===== src/core/ras_params.svh =====
// register offsets, field positions and constants of the return address stack
// assumes inclusion by bare name from design and testbench files
`ifndef RAS_PARAMS_SVH
`define RAS_PARAMS_SVH

`define RAS_ADDR_W        4
`define RAS_OFF_PTR       4'h0
`define RAS_OFF_TOS_LOW   4'h1
`define RAS_OFF_TOS_HIGH  4'h2
`define RAS_OFF_TOS_UPPER 4'h3
`define RAS_PTR_W         5
`define RAS_PC_W          21
`define RAS_DEPTH         31
`define RAS_PTR_MAX       5'h1F
`define RAS_PTR_ZERO      5'h00
`define RAS_PTR_ONE       5'h01
`define RAS_BIT_FULL      7
`define RAS_BIT_UNF       6
`define RAS_PC_STEP       21'h000002
`define RAS_PC_ZERO       21'h000000
`define RAS_BYTE_ZERO     8'h00
`define RAS_UPPER_W       5
`define RAS_LOW_MSB       7
`define RAS_HIGH_LSB      8
`define RAS_HIGH_MSB      15
`define RAS_UPPER_LSB     16
`define RAS_UPPER_MSB     20
`define RAS_PAD3_ZERO     3'h0

`endif


===== src/core/ras_pkg.sv =====
// types shared by the return address stack files
// assumes ras_params.svh is compiled alongside
package ras_pkg;

    typedef struct packed {
        logic [7:0] status;
        logic [7:0] working;
        logic [7:0] bank;
    } core_regs_t;

    typedef struct packed {
        logic [3:0] addr;
        logic [7:0] wdata;
        logic       wr;
        logic       rd;
    } reg_req_t;

    typedef enum logic [2:0] {
        ST_IDLE  = 3'b001,
        ST_RUN   = 3'b010,
        ST_RESET = 3'b100
    } ras_state_t;

endpackage : ras_pkg


===== src/core/ras_shadow.sv =====
// one-level shadow copy of status, working and bank-select registers
// assumes save and restore come from the sequencer as one-cycle pulses
`timescale 1ns/1ps
module ras_shadow
(
    input  wire logic               clock,
    input  wire logic               rst_n,
    input  wire logic               save,
    input  wire logic               restore,
    input  wire ras_pkg::core_regs_t live,
    output      ras_pkg::core_regs_t restore_val,
    output      logic               restore_valid
);
    ras_pkg::core_regs_t shadow_r;

    // later save simply overwrites: nested interrupts lose the old copy
    always_ff @(posedge clock)
    begin
        if (!rst_n)
            shadow_r <= '0;
        else if (save)
            shadow_r <= live;
    end

    always_ff @(posedge clock)
    begin
        if (!rst_n)
            restore_valid <= 1'b0;
        else
            restore_valid <= restore;
    end

    assign restore_val = shadow_r;

    property p_shadow_capture;
        @(posedge clock) disable iff (!rst_n)
        save |=> (shadow_r == $past(live));
    endproperty
    a_shadow_capture: assert property (p_shadow_capture) else $error("shadow not captured");
endmodule : ras_shadow


===== src/core/ras_stack_mem.sv =====
// 31 x 21 return address storage, index 1..31, no cell at index zero
// assumes writes only with a nonzero index
`timescale 1ns/1ps
`include "ras_params.svh"
module ras_stack_mem
(
    input  wire logic                   clock,
    input  wire logic                   we,
    input  wire logic [`RAS_PTR_W-1:0]  waddr,
    input  wire logic [`RAS_PC_W-1:0]   wdata,
    input  wire logic [`RAS_PTR_W-1:0]  raddr,
    output      logic [`RAS_PC_W-1:0]   rdata
);
    logic [`RAS_PC_W-1:0] cells [1:`RAS_DEPTH];

    always_ff @(posedge clock)
    begin
        if (we && waddr != `RAS_PTR_ZERO)
            cells[waddr] <= wdata;
    end

    // combinational read; index zero reads as empty
    always_comb
    begin
        if (raddr == `RAS_PTR_ZERO)
            rdata = `RAS_PC_ZERO;
        else
            rdata = cells[raddr];
    end
endmodule : ras_stack_mem


===== src/core/return_address_stack.sv =====
// return address stack with pointer/flag register and fast shadow registers
// assumes one-cycle push/pop pulses from the sequencer; pop wins if both come at once
`timescale 1ns/1ps
`include "ras_params.svh"
module return_address_stack
(
    input  wire logic                   clock,
    input  wire logic                   rst_n,
    input  wire logic                   por_n,
    input  wire logic                   overflow_reset_enable,
    input  wire logic                   push,
    input  wire logic                   pop,
    input  wire logic                   push_plus_two,
    input  wire logic [`RAS_PC_W-1:0]   program_counter,
    input  wire logic                   shadow_save,
    input  wire logic                   shadow_restore,
    input  wire ras_pkg::core_regs_t    live_regs,
    input  wire ras_pkg::reg_req_t      bus,
    output      logic [7:0]             rdata,
    output      logic [`RAS_PC_W-1:0]   pop_value,
    output      logic                   pop_valid,
    output      logic                   stack_reset_req,
    output      ras_pkg::core_regs_t    restore_regs,
    output      logic                   restore_valid
);
    logic [`RAS_PTR_W-1:0]  ptr_r;
    logic                   stack_full_flag;
    logic                   stack_underflow_flag;
    logic [`RAS_PC_W-1:0]   top_entry;
    logic                   mem_we;
    logic [`RAS_PTR_W-1:0]  mem_waddr;
    logic [`RAS_PC_W-1:0]   mem_wdata;
    logic                   reg_wr_ptr;
    logic                   do_push;
    logic                   do_pop;
    logic                   at_full;
    logic                   at_empty;
    logic                   full_event;
    logic                   unf_event;
    ras_pkg::core_regs_t    restore_val;
    ras_pkg::ras_state_t    state_r;

    assign reg_wr_ptr = bus.wr && bus.addr == `RAS_OFF_PTR;
    assign at_full    = ptr_r == `RAS_PTR_MAX;
    assign at_empty   = ptr_r == `RAS_PTR_ZERO;
    assign do_push    = push && !pop;
    assign do_pop     = pop;
    // the 31st push lands on index 31 and raises full
    assign full_event = do_push && ptr_r == (`RAS_PTR_MAX - `RAS_PTR_ONE);
    assign unf_event  = do_pop && at_empty;

    ras_stack_mem u_mem
    (
        .clock (clock),
        .we    (mem_we),
        .waddr (mem_waddr),
        .wdata (mem_wdata),
        .raddr (ptr_r),
        .rdata (top_entry)
    );

    ras_shadow u_shadow
    (
        .clock         (clock),
        .rst_n         (rst_n),
        .save          (shadow_save),
        .restore       (shadow_restore),
        .live          (live_regs),
        .restore_val   (restore_val),
        .restore_valid (restore_valid)
    );

    assign restore_regs = restore_val;

    // storage write: push into the slot above, or software top-byte write
    always_comb
    begin
        mem_we    = 1'b0;
        mem_waddr = ptr_r + `RAS_PTR_ONE;
        mem_wdata = push_plus_two ? program_counter + `RAS_PC_STEP : program_counter;
        if (do_push && !at_full)
        begin
            mem_we = 1'b1;
        end
        else if (bus.wr && !at_empty)
        begin
            mem_waddr = ptr_r;
            mem_wdata = top_entry;
            case (bus.addr)
                `RAS_OFF_TOS_LOW:
                begin
                    mem_we = 1'b1;
                    mem_wdata[`RAS_LOW_MSB:0] = bus.wdata;
                end
                `RAS_OFF_TOS_HIGH:
                begin
                    mem_we = 1'b1;
                    mem_wdata[`RAS_HIGH_MSB:`RAS_HIGH_LSB] = bus.wdata;
                end
                `RAS_OFF_TOS_UPPER:
                begin
                    mem_we = 1'b1;
                    mem_wdata[`RAS_UPPER_MSB:`RAS_UPPER_LSB] = bus.wdata[`RAS_UPPER_W-1:0];
                end
                default:
                begin
                    mem_we = 1'b0;
                end
            endcase
        end
    end

    // pointer; the overflow-triggered reset returns it to zero
    always_ff @(posedge clock)
    begin
        if (!rst_n)
            ptr_r <= `RAS_PTR_ZERO;
        else if (state_r == ras_pkg::ST_RESET)
            ptr_r <= `RAS_PTR_ZERO;
        else if (do_push && !at_full)
            ptr_r <= ptr_r + `RAS_PTR_ONE;
        else if (do_pop && !at_empty)
            ptr_r <= ptr_r - `RAS_PTR_ONE;
        // a refused push or pop still outranks a pointer write
        else if (reg_wr_ptr && !push && !pop)
            ptr_r <= bus.wdata[`RAS_PTR_W-1:0];
    end

    // sticky flags survive device reset; power-on or a pointer write with the bit at zero clears; set beats clear
    always_ff @(posedge clock)
    begin
        if (!por_n)
        begin
            stack_full_flag      <= 1'b0;
            stack_underflow_flag <= 1'b0;
        end
        else
        begin
            if (full_event || (do_push && at_full))
                stack_full_flag <= 1'b1;
            else if (reg_wr_ptr && !bus.wdata[`RAS_BIT_FULL])
                stack_full_flag <= 1'b0;
            if (unf_event)
                stack_underflow_flag <= 1'b1;
            else if (reg_wr_ptr && !bus.wdata[`RAS_BIT_UNF])
                stack_underflow_flag <= 1'b0;
        end
    end

    // reset request sequencer: one pulse after a full or underflow event
    always_ff @(posedge clock)
    begin
        if (!rst_n)
            state_r <= ras_pkg::ST_IDLE;
        else
        begin
            case (state_r)
                ras_pkg::ST_IDLE:
                    state_r <= ras_pkg::ST_RUN;
                ras_pkg::ST_RUN:
                    if (overflow_reset_enable && (full_event || unf_event))
                        state_r <= ras_pkg::ST_RESET;
                ras_pkg::ST_RESET:
                    state_r <= ras_pkg::ST_RUN;
                default:
                    state_r <= ras_pkg::ST_IDLE;
            endcase
        end
    end

    always_ff @(posedge clock)
    begin
        if (!rst_n)
            stack_reset_req <= 1'b0;
        else
            stack_reset_req <= overflow_reset_enable && (full_event || unf_event);
    end

    // pop value: entry read before the decrement, zero on underflow
    always_ff @(posedge clock)
    begin
        if (!rst_n)
        begin
            pop_value <= `RAS_PC_ZERO;
            pop_valid <= 1'b0;
        end
        else
        begin
            pop_valid <= do_pop;
            if (do_pop)
                pop_value <= top_entry;
        end
    end

    // register reads, one cycle later
    always_ff @(posedge clock)
    begin
        if (!rst_n)
            rdata <= `RAS_BYTE_ZERO;
        else if (bus.rd)
        begin
            case (bus.addr)
                `RAS_OFF_PTR:
                    rdata <= {stack_full_flag, stack_underflow_flag, 1'b0, ptr_r};
                `RAS_OFF_TOS_LOW:
                    rdata <= top_entry[`RAS_LOW_MSB:0];
                `RAS_OFF_TOS_HIGH:
                    rdata <= top_entry[`RAS_HIGH_MSB:`RAS_HIGH_LSB];
                `RAS_OFF_TOS_UPPER:
                    rdata <= {`RAS_PAD3_ZERO, top_entry[`RAS_UPPER_MSB:`RAS_UPPER_LSB]};
                default:
                    rdata <= `RAS_BYTE_ZERO;
            endcase
        end
        else
            rdata <= `RAS_BYTE_ZERO;
    end

    property p_push_inc;
        @(posedge clock) disable iff (!rst_n)
        (do_push && ptr_r < `RAS_PTR_MAX - `RAS_PTR_ONE && state_r != ras_pkg::ST_RESET)
            |=> ptr_r == $past(ptr_r) + `RAS_PTR_ONE;
    endproperty
    a_push_inc: assert property (p_push_inc) else $error("push did not increment");

    property p_pop_dec;
        @(posedge clock) disable iff (!rst_n)
        (do_pop && !at_empty && state_r != ras_pkg::ST_RESET)
            |=> ptr_r == $past(ptr_r) - `RAS_PTR_ONE;
    endproperty
    a_pop_dec: assert property (p_pop_dec) else $error("pop did not decrement");

    property p_full_set;
        @(posedge clock) disable iff (!rst_n || !por_n)
        full_event |=> stack_full_flag;
    endproperty
    a_full_set: assert property (p_full_set) else $error("full flag not set");

    property p_full_hold;
        @(posedge clock) disable iff (!rst_n || !por_n)
        (stack_full_flag && !reg_wr_ptr) |=> stack_full_flag;
    endproperty
    a_full_hold: assert property (p_full_hold) else $error("full flag dropped");

    property p_stay_max;
        @(posedge clock) disable iff (!rst_n)
        (at_full && do_push && !overflow_reset_enable && state_r != ras_pkg::ST_RESET)
            |=> at_full;
    endproperty
    a_stay_max: assert property (p_stay_max) else $error("pointer left 31");

    property p_unf;
        @(posedge clock) disable iff (!rst_n || !por_n)
        unf_event |=> stack_underflow_flag && at_empty && pop_value == `RAS_PC_ZERO;
    endproperty
    a_unf: assert property (p_unf) else $error("underflow handling wrong");

    property p_ovr_reset;
        @(posedge clock) disable iff (!rst_n)
        (overflow_reset_enable && full_event && state_r == ras_pkg::ST_RUN)
            |=> stack_reset_req ##1 at_empty;
    endproperty
    a_ovr_reset: assert property (p_ovr_reset) else $error("no overflow reset");

    property p_no_reset_off;
        @(posedge clock) disable iff (!rst_n)
        (!overflow_reset_enable && (full_event || unf_event)) |=> !stack_reset_req;
    endproperty
    a_no_reset_off: assert property (p_no_reset_off) else $error("reset while disabled");

    property p_bit5;
        @(posedge clock) disable iff (!rst_n)
        (bus.rd && bus.addr == `RAS_OFF_PTR) |=> rdata[5] == 1'b0 && rdata[4:0] == $past(ptr_r);
    endproperty
    a_bit5: assert property (p_bit5) else $error("pointer read wrong");

    property p_unf_hold;
        @(posedge clock) disable iff (!rst_n || !por_n)
        (stack_underflow_flag && !reg_wr_ptr) |=> stack_underflow_flag;
    endproperty
    a_unf_hold: assert property (p_unf_hold) else $error("underflow flag dropped");

    property p_no_sw_set;
        @(posedge clock) disable iff (!rst_n || !por_n)
        (!stack_full_flag && !full_event && !(do_push && at_full)) |=> !stack_full_flag;
    endproperty
    a_no_sw_set: assert property (p_no_sw_set) else $error("full flag set by write");

    property p_reset_ptr;
        @(posedge clock)
        !rst_n |=> at_empty;
    endproperty
    a_reset_ptr: assert property (p_reset_ptr) else $error("pointer not cleared");

    property p_full_keep;
        @(posedge clock) disable iff (!rst_n)
        (do_push && at_full) |-> !mem_we;
    endproperty
    a_full_keep: assert property (p_full_keep) else $error("top overwritten");

    property p_top_zero;
        @(posedge clock) disable iff (!rst_n)
        (bus.rd && bus.addr != `RAS_OFF_PTR && at_empty) |=> rdata == `RAS_BYTE_ZERO;
    endproperty
    a_top_zero: assert property (p_top_zero) else $error("top read not zero");

    property p_pop_pulse;
        @(posedge clock) disable iff (!rst_n)
        do_pop |=> pop_valid && pop_value == $past(top_entry);
    endproperty
    a_pop_pulse: assert property (p_pop_pulse) else $error("pop value wrong");

    property p_restore;
        @(posedge clock) disable iff (!rst_n)
        shadow_restore |=> restore_valid;
    endproperty
    a_restore: assert property (p_restore) else $error("restore not flagged");

    c_full:  cover property (@(posedge clock) disable iff (!rst_n) full_event);
    c_unf:   cover property (@(posedge clock) disable iff (!rst_n) unf_event);
    c_reset: cover property (@(posedge clock) disable iff (!rst_n) stack_reset_req);
    c_rest:  cover property (@(posedge clock) disable iff (!rst_n) restore_valid);
endmodule : return_address_stack


===== config.mk =====
export PLATFORM = sky130hd
export DESIGN_NAME = return_address_stack
export DESIGN_NICKNAME = d
export VERILOG_FILES = /design/src/core/ras_pkg.sv /design/src/core/ras_shadow.sv /design/src/core/ras_stack_mem.sv /design/src/core/return_address_stack.sv
export VERILOG_INCLUDE_DIRS = /design/src /design/src/core
export SDC_FILE = /design/constraint.sdc
export NUM_CORES = 1
export LEC_CHECK = 0
export BUFFER_PORTS_ARGS = -buffer_cell sky130_fd_sc_hd__buf_4
export CAP_MARGIN = 25
export CORE_MARGIN = 2
export CORE_UTILIZATION = 50
export DETAILED_ROUTE_END_ITERATION = 10
export PLACE_DENSITY = 0.65
export SKIP_CTS_REPAIR_TIMING = 1
export SYNTH_ARGS = -nofsm -noshare
export SYNTH_HDL_FRONTEND = slang
export SYNTH_HIERARCHICAL = 1
export SYNTH_SLANG_ARGS = --single-unit
export TNS_END_PERCENT = 100

===== constraint.sdc =====
create_clock -name clock -period 4.6 [get_ports clock]
set_input_delay 0.69 -clock clock [delete_from_list [all_inputs] [get_ports clock]]
set_output_delay 0.69 -clock clock [all_outputs]
set_load 0.1 [all_outputs]

==> flow_summary.json, run 1 <==
{
  "status": "completed",
  "ys.flop_type": "edfxtp_1",
  "grt_max_degree": 68,
  "port_buffers": 123,
  "relSlewSlack": 0.459,
  "antenna_left": 0,
  "internal-power_uw": 12400,
  "p_sw_frac": 0.292,
  "crit_cells": 11,
  "layout_commonest_cell": "edfxtp_1",
  "dp_hpwl_mm": 45.4,
  "drv_slew": 0,
  "seqPwrFrac": 0.448,
  "grt.overflow.total": 0,
  "core_sq_um": 57600,
  "setup_viol": 0,
  "cp-start-kind": "flip-flop",
  "place_ws_ns": 0.572,
  "syn_to_final_growth_pct": 16.5,
  "drt_iter0_markers": 1650,
  "synth_xor_area_frac": 0.00513,
  "syn-num-nets": 1661,
  "wl_per_cell_microns": 28.1,
  "final_cell_mix": "651 x edfxtp_1, 218 x buf_4, 129 x mux2i_1",
  "cp_top_family": "simple AND/OR/NAND/NOR gates",
  "muxShareOfSynthArea": 0.155,
  "setup_ws_ns": 0.569,
  "clockBufferDepth": 3,
  "min_period_ns": 4.03,
  "fin_area_sq_um": 33800,
  "timing.fmax_ghz": 0.248,
  "final_nets": 1871,
  "synth_seq_cells": 717,
  "power_frac_comb": 0.223,
  "htreeDepth": 3,
  "p_total_uw": 17500,
  "die_h_microns": 245,
  "grt_pass1_vias": 16100,
  "vdd_ir_drop_max_mv": 0.363,
  "initial_utilization": 0.504,
  "critical_path_class": "flip-flop to flip-flop",
  "num_rows": 88,
  "synthAdderAreaFrac": 0.00216,
  "antenna_found_initial": 1,
  "cpPeakStageDelay_ns": 0.51,
  "syn_area_sq_um": 29000,
  "cts_tree": "yes",
  "tns_ns": 0,
  "path_max_fanout": 21,
  "synth_cells": 1588,
  "synth_edf_count": 651,
  "p_per_area_nw_per_um2": 517,
  "crit_slowest_cell": "or3b_1",
  "ios": 124,
  "hold_viol_final": 0,
  "netSwitchingPower_uw": 5100,
  "hold_depth": 2,
  "synth_compound_area_frac": 0.0511,
  "p_leak_uw": 0.0113,
  "critPathArrivalTime_ns": 4.28,
  "rsz0062_at_grt": "no",
  "clk-insertion-delay-late_ns": 0.61,
  "synth-seq-area-share": 0.719,
  "routed_wl_mm": 73.7,
  "drc": 0,
  "yosys.area_share.simple": 0.0476,
  "worst_r2r_path_depth": 11,
  "yosysUniqueCellTypes": 70,
  "path_cells": "ha_1, and3_1, ha_1, or3b_2, nand3_2, buf_4, and4_1, xor2_1, or3b_1, nor2_2, buf_4",
  "dr.pass1.iters": 5,
  "skew_ns": 0.0211,
  "cts_buffers": 72,
  "critPathCaptureType": "flip-flop",
  "die_w_microns": 245,
  "cts-root-buf": "clkbuf_16",
  "num_vias": 15900,
  "worst_pin_slew_ns": 0.812,
  "async_flop_share": 0,
  "die_area_sq_um": 60000,
  "synth-warning-count": 6,
  "clk_pin_slew_ns": 0.06,
  "post-route-util": 0.587,
  "placed_area_sq_um": 31500,
  "synth_top_family_by_area": "multiplexers",
  "period_share": 0.876,
  "drive_above_1_share": 0.289,
  "routed_via_density": 6.07,
  "avgSynthCellArea_sq_um": 18.3,
  "power_frac_clock": 0.329,
  "maxCapViolations": 0,
  "grt_pass1_wl_mm": 108,
  "crit_required_ns": 4.85,
  "clkSinkCount": 717,
  "routabilityCongestion": 0.877,
  "hold_path.class": "primary input to flip-flop",
  "path_buf_inv": 2,
  "gr-usage-all-layers": 0.249,
  "n_fill_cell": 4241
}
==> worst paths after layout <==
kind	from	to	slack, ns
max	ptr_r[1]	u_mem/cells[10][16]	0.57
min	por_n	stack_underflow_flag	0.30
min reg2reg	pop_value[2]	pop_value[2]	0.52
max reg2reg	ptr_r[1]	u_mem/cells[10][16]	0.57
==> cells in the mapped netlist, types with 11 or more instances <==
| library cell | instances | area (sq um) |
|---|---|---|
| and3_1 | 19 | 119 |
| nand3_1 | 12 | 60.1 |
| mux4_2 | 112 | 2520 |
| mux2_1 | 11 | 124 |
| xor2_1 | 12 | 105 |
| nor2_1 | 53 | 199 |
| o21ai_0 | 25 | 125 |
| o211ai_1 | 21 | 158 |
| mux4_1 | 15 | 394 |
| nor2b_1 | 67 | 419 |
| o221ai_1 | 16 | 140 |
| a221o_1 | 14 | 140 |
| clkbuf_1 | 45 | 169 |
| buf_2 | 29 | 145 |
| edfxtp_1 | 651 | 19500 |
| mux2_2 | 16 | 180 |
| dfxtp_1 | 66 | 1320 |
| a211oi_1 | 21 | 158 |
| nand2_1 | 48 | 180 |
| mux2i_1 | 129 | 1290 |
| a21oi_1 | 63 | 315 |
==> sequential cells by signal, indices dropped and copies added (netlist names) <==
signal	cells
rdata	8
pop_value	21
ptr_r	5
stack_reset_req	1
stack_underflow_flag	1
u_shadow/restore_valid	1
u_shadow/restore_val	24
u_mem/cells	651
pop_valid	1
stack_full_flag	1
state_r	3
==> metrics by stage <==
step,std cells,hold slack (ns)
finish,2620,0.296
global route,2619,0.300
CTS,2617,0.281
detailed placement,2487,0.507
global placement,2486,0.490
floorplan,1588,0.455
==> power groups by stage <==
stage	combinational [uW]	sequential [uW]	clock (uW)
CTS	3870	7840	5840
global placement	3800	7970	0
floorplan	2060	8340	0
detailed placement	3850	7980	0
finish	3900	7840	5740
global route	4120	7850	6090
==> metal layers <==
layer  part of all wire  global-route usage
met1               0.41               0.349
met2               0.47               0.390
met3              0.081              0.0432
met4              0.037               0.104
met5                  0                   0
==> logic make-up (layout without fill, tap and decap cells) <==
group,after synthesis,in the layout
buffers and inverters,102,368
flip-flops,717,717
multiplexers,283,283
AND/OR/NAND/NOR,251,251
AO/OA/AOI/OAI,213,213
other,0,1
adder cells (fa/ha/maj),5,5
XOR/XNOR,17,17
==> layout make-up <==
cell class / instances / area [sq um] / area share
flip-flops and latches: 717 / 20900 / 0.617
multi-input cells: 769 / 7770 / 0.230
clock buffers: 96 / 2000 / 0.0593
repair buffers: 231 / 1880 / 0.0556
well taps: 765 / 957 / 0.0283
clock inverters: 34 / 302 / 0.00892
inverters: 7 / 26.3 / 0.000777
diodes: 1 / 2.50 / 0.0000740
==> worst register-to-register path: cells and delay by family, from the launching register on <==
family                   cells  cell delay, ns
buffers and inverters        2            0.59
XOR/XNOR                     1            0.44
flip-flops                   1            0.44
AND/OR/NAND/NOR              6            1.68
adder cells (fa/ha/maj)      2            0.50
Power figures use the tool's default switching activity.
==> inputs of run 2 (changes only) <==
--- a/config.mk
+++ b/config.mk
@@ -9,9 +9,9 @@
 export BUFFER_PORTS_ARGS = -buffer_cell sky130_fd_sc_hd__buf_4
 export CAP_MARGIN = 25
 export CORE_MARGIN = 2
-export CORE_UTILIZATION = 50
+export CORE_UTILIZATION = 25
 export DETAILED_ROUTE_END_ITERATION = 10
-export PLACE_DENSITY = 0.65
+export PLACE_DENSITY = 0.37
 export SKIP_CTS_REPAIR_TIMING = 1
 export SYNTH_ARGS = -nofsm -noshare
 export SYNTH_HDL_FRONTEND = slang
==> run 2 against run 1 <==
Against the previous run: global-route usage fell by 9.3 points; clock skew rose by 0.011 ns; via count rose by 0.36%; cell area rose by 5.2%; total power rose by 8.6%; sequential share of layout area fell by 3.0 points; first-iteration DRC count fell by 23%; worst setup slack got worse by 0.0096 ns; core utilization fell by 28 points; cell count rose by 31%; worst hold slack got worse by 0.049 ns; largest power group unchanged; highest routed layer unchanged.
==> flow_summary.json, run 2 (same netlist as run 1, synthesis figures left out) <==
{
  "grt.overflow.total": 0,
  "grt_max_degree": 52,
  "holdWs_ns": 0.247,
  "rsz0062_at_grt": "no",
  "port_buffers": 123,
  "initial_utilization": 0.251,
  "crit_required_ns": 4.88,
  "clk-insertion-delay-late_ns": 0.66,
  "n_fill_cell": 11400,
  "place_inst": 3267,
  "wl_per_cell_microns": 27.2,
  "die_area_sq_um": 119000,
  "status": "completed",
  "setup.reg_to_reg.worst_slack_ns": 0.56,
  "reg2reg_from": "ptr_r[0]",
  "die_w_microns": 345,
  "routabilityCongestion": 0.785,
  "clockBufferDepth": 3,
  "startpoint": "ptr_r[0]",
  "min_from": "por_n",
  "r2r-end": "u_mem/cells[10][10]",
  "hold_viol_final": 0,
  "cts_tree": "yes",
  "largest_reg_flops": 651,
  "final_nets": 1905,
  "routed_wl_mm": 93.3,
  "timing.fmax_ghz": 0.247,
  "p_per_area_nw_per_um2": 534,
  "relSlewSlack": 0.299,
  "clkSinkCount": 717,
  "core_sq_um": 116000,
  "top_register": "u_mem/cells",
  "multi_input_area_sq_um": 7840,
  "drv_slew": 0,
  "vdd_ir_drop_max_mv": 0.258,
  "dp_hpwl_mm": 59.6,
  "path_max_fanout": 21,
  "gr-usage-all-layers": 0.156,
  "final_cell_count_no_fill": 3430,
  "cts-root-buf": "clkbuf_16",
  "drt_iter0_markers": 1263,
  "hold_path.class": "primary input to flip-flop",
  "final_cell_mix": "651 x edfxtp_1, 239 x buf_4, 129 x mux2i_1",
  "layout_commonest_cell": "edfxtp_1",
  "dr.pass1.iters": 5,
  "skew_ns": 0.0326,
  "tns_ns": 0,
  "htreeDepth": 3,
  "num_rows": 125,
  "cp-start-kind": "flip-flop",
  "num_vias": 16000,
  "antenna_left": 0,
  "syn_to_final_growth_pct": 22.6,
  "hold_depth": 2,
  "critical_path_class": "flip-flop to flip-flop",
  "antenna_found_initial": 2,
  "ios": 124,
  "drc": 0,
  "cts_buffers": 84,
  "die_h_microns": 345,
  "clk_pin_slew_ns": 0.06,
  "maxCapViolations": 0,
  "setup_viol": 0,
  "critPathCaptureType": "flip-flop",
  "grt_pass1_wl_mm": 129,
  "p_total_uw": 19000,
  "worst_pin_slew_ns": 1.05,
  "drive_above_1_share": 0.307,
  "worst_r2r_path_depth": 10,
  "whs_endpoint": "stack_underflow_flag",
  "regArea_sq_um": 20900,
  "grt_pass1_vias": 16400,
  "min_period_ns": 4.04,
  "period_share": 0.878,
  "routed_via_density": 4.65,
  "critPathArrivalTime_ns": 4.32,
  "p_leak_uw": 0.0117
}
run 2: worst max-delay path by stage:
| stage | to | slack, ns | cells past startpoint |
|---|---|---|---|
| detailed placement | u_mem/cells[13][9] | 0.58 | 9 |
| global route | u_mem/cells[10][20] | 0.35 | 10 |
| finish | u_mem/cells[10][10] | 0.56 | 10 |
| floorplan | u_mem/cells[10][0] | 0.77 | 9 |
| CTS | u_mem/cells[10][1] | 0.55 | 10 |
| global placement | u_mem/cells[17][13] | 0.40 | 9 |
run 2: where the power goes:
group          total (uW)  switching (uW)  internal (uW)
logic                4330            2920           1410
registers            7870             118           7750
clock network        6790            2720           4070
total               19000            5770          13200
run 2: worst max-delay path: stages (launching register included):
cell	delay [ns]
dfxtp_4	0.44
ha_1	0.28
and3_1	0.20
ha_1	0.23
or3b_2	0.51
nand3_2	0.18
and4_1	0.23
xor2_1	0.49
or3b_1	0.52
nor2_2	0.14
buf_4	0.44
run 2: per-stage QoR:
stage	area, sq um	setup WS [ns]	utilization
global route	35600	0.352	0.307
CTS	35500	0.547	0.307
floorplan	29000	0.769	-
detailed placement	32700	0.578	0.282
finish	35600	0.559	0.307
global placement	32600	0.403	0.282
run 2: cell type report:
cell class | instances | share of cell area
inverter | 7 | 0.000739
clock inverter | 48 | 0.0124
timing repair buffer | 253 | 0.0584
sequential | 717 | 0.587
tap | 1524 | 0.0536
multi-input combinational | 769 | 0.220
clock buffer | 110 | 0.0674
antenna | 2 | 0.000141
run 2: routing by layer:
metal	vias up	global-route usage	part of all wire
met5	-	0	0
met4	0	0.0437	0.026
met3	111	0.0301	0.047
met2	424	0.250	0.46
met1	8477	0.215	0.46
li1	6950	-	-
==> inputs of run 3 (changes only) <==
--- a/config.mk
+++ b/config.mk
@@ -8,10 +8,12 @@
 export LEC_CHECK = 0
 export BUFFER_PORTS_ARGS = -buffer_cell sky130_fd_sc_hd__buf_4
 export CAP_MARGIN = 25
+export CELL_PAD_IN_SITES_DETAIL_PLACEMENT = 0
+export CELL_PAD_IN_SITES_GLOBAL_PLACEMENT = 2
 export CORE_MARGIN = 2
 export CORE_UTILIZATION = 25
 export DETAILED_ROUTE_END_ITERATION = 10
-export PLACE_DENSITY = 0.37
+export PLACE_DENSITY_LB_ADDON = 0.05
 export SKIP_CTS_REPAIR_TIMING = 1
 export SYNTH_ARGS = -nofsm -noshare
 export SYNTH_HDL_FRONTEND = slang
==> run 3 against run 2 <==
Against the previous run: largest power group unchanged; worst setup slack got worse by 0.093 ns; sequential power about the same; via count increased by 0.65%.
==> flow_summary.json, run 3 (same netlist as run 1, synthesis figures left out) <==
{
  "grt_pass1_wl_mm": 142,
  "largest_reg_flops": 651,
  "clk-insertion-delay-late_ns": 0.67,
  "antenna_found_initial": 8,
  "skew_ns": 0.0240,
  "grt.overflow.total": 0,
  "die_w_microns": 345,
  "crit_required_ns": 4.89,
  "critical_path_class": "flip-flop to flip-flop",
  "syn_to_final_growth_pct": 22.6,
  "hold_viol_final": 0,
  "maxCapViolations": 0,
  "gr-usage-all-layers": 0.176,
  "drive_above_1_share": 0.301,
  "routed_via_density": 4.68,
  "die_h_microns": 345,
  "tns_ns": 0,
  "dp_hpwl_mm": 67.1,
  "routedLengthMet1_mm": 46.6,
  "p_per_area_nw_per_um2": 532,
  "timing.fmax_ghz": 0.242,
  "port_buffers": 123,
  "antenna_left": 0,
  "drv_slew": 0,
  "dr.pass1.iters": 7,
  "cp-start-kind": "flip-flop",
  "status": "completed",
  "top_register": "u_mem/cells",
  "grt_pass1_vias": 16800,
  "layout_commonest_cell": "edfxtp_1",
  "final_cell_mix": "651 x edfxtp_1, 239 x buf_4, 129 x mux2i_1",
  "wl_met2_mm": 51.0,
  "critPathCaptureType": "flip-flop",
  "final_nets": 1911,
  "clockBufferDepth": 3,
  "drc": 0,
  "setup_viol": 0,
  "clkSinkCount": 717,
  "drt_iter0_markers": 1196,
  "top_layer": "met4",
  "vdd_ir_drop_max_mv": 0.245,
  "critPathArrivalTime_ns": 4.43,
  "htreeDepth": 3,
  "cts_tree": "yes",
  "startpoint": "ptr_r[1]",
  "post-route-util": 0.307,
  "die_area_sq_um": 119000,
  "holdWs_ns": 0.249,
  "initial_utilization": 0.251,
  "relSlewSlack": 0.368,
  "n_fill_cell": 11400,
  "p_leak_uw": 0.0116,
  "routed_wl_mm": 104,
  "cts_buffers": 88,
  "worst_pin_slew_ns": 0.949,
  "rsz0062_at_grt": "no",
  "place_inst": 3271,
  "core_sq_um": 116000,
  "routed-wl-met3_mm": 4.42,
  "period_share": 0.899,
  "cts-root-buf": "clkbuf_16",
  "path_max_fanout": 20,
  "reg2reg_from": "ptr_r[1]",
  "hold_path.class": "primary input to flip-flop",
  "min_from": "por_n",
  "final_cell_count_no_fill": 3432,
  "wl_per_cell_microns": 30.3,
  "num_rows": 125,
  "clk_pin_slew_ns": 0.05,
  "p_total_uw": 18900,
  "routabilityCongestion": 0.740,
  "num_vias": 16100,
  "ios": 124,
  "grt_max_degree": 52,
  "min_period_ns": 4.13
}
-- run 3: changes by cell type in the layout (fill, tap and decap cells not counted), sizes merged --
cell / change
clkinv: +1
diode: +4
clkinvlp: -4
clkbuf: +1
buf: +2
bufinv: -3
inv: +1
-- run 3: per-stage QoR --
stage | cell area, sq um | setup WS [ns]
floorplan | 29000 | 0.769
global placement | 32800 | 0.549
detailed placement | 32800 | 0.523
CTS | 35500 | 0.522
global route | 35600 | 0.302
finish | 35600 | 0.466
-- run 3: area by class of cell --
class                           count  area, sq um  share of cell area
Antenna cell                        6         15.0            0.000422
Clock buffer                      111         2350              0.0661
Clock inverter                     43          340             0.00956
Inverter                            7         26.3            0.000738
Multi-Input combinational cell    769         7920               0.223
Sequential cell                   717        20900               0.587
Tap cell                         1524         1910              0.0536
Timing Repair Buffer              255         2140              0.0603
-- run 3: worst max-delay path, cell delays in order (launching register included) --
cell and delay (ns):
dfxtp_2 0.37, ha_1 0.25, and3_1 0.20, ha_1 0.23
or3b_2 0.52, nand3_4 0.23, and4_1 0.25, xor2_1 0.60
nand3b_1 0.43, nor2_2 0.24, buf_4 0.43
-- run 3: worst paths after layout --
check	end	slack [ns]	cells past startpoint
worst max-delay path	u_mem/cells[13][19]	0.47	10
worst min-delay path	stack_underflow_flag	0.25	2
worst max register to register	u_mem/cells[13][19]	0.47	10
worst min register to register	stack_full_flag	0.51	2
-- run 3: metal layers --
metal	global-route usage	vias up
met5	0	-
met4	0.0393	0
met3	0.0268	108
met2	0.297	349
met1	0.239	8648
li1	-	6960
-- run 3: power by group --
group	switching, uW	internal, uW	total [uW]	leakage (uW)
logic	3110	1400	4510	0.00393
clock network	2730	3830	6560	0.00132
registers	107	7750	7860	0.00640
total	5940	13000	18900	0.0116
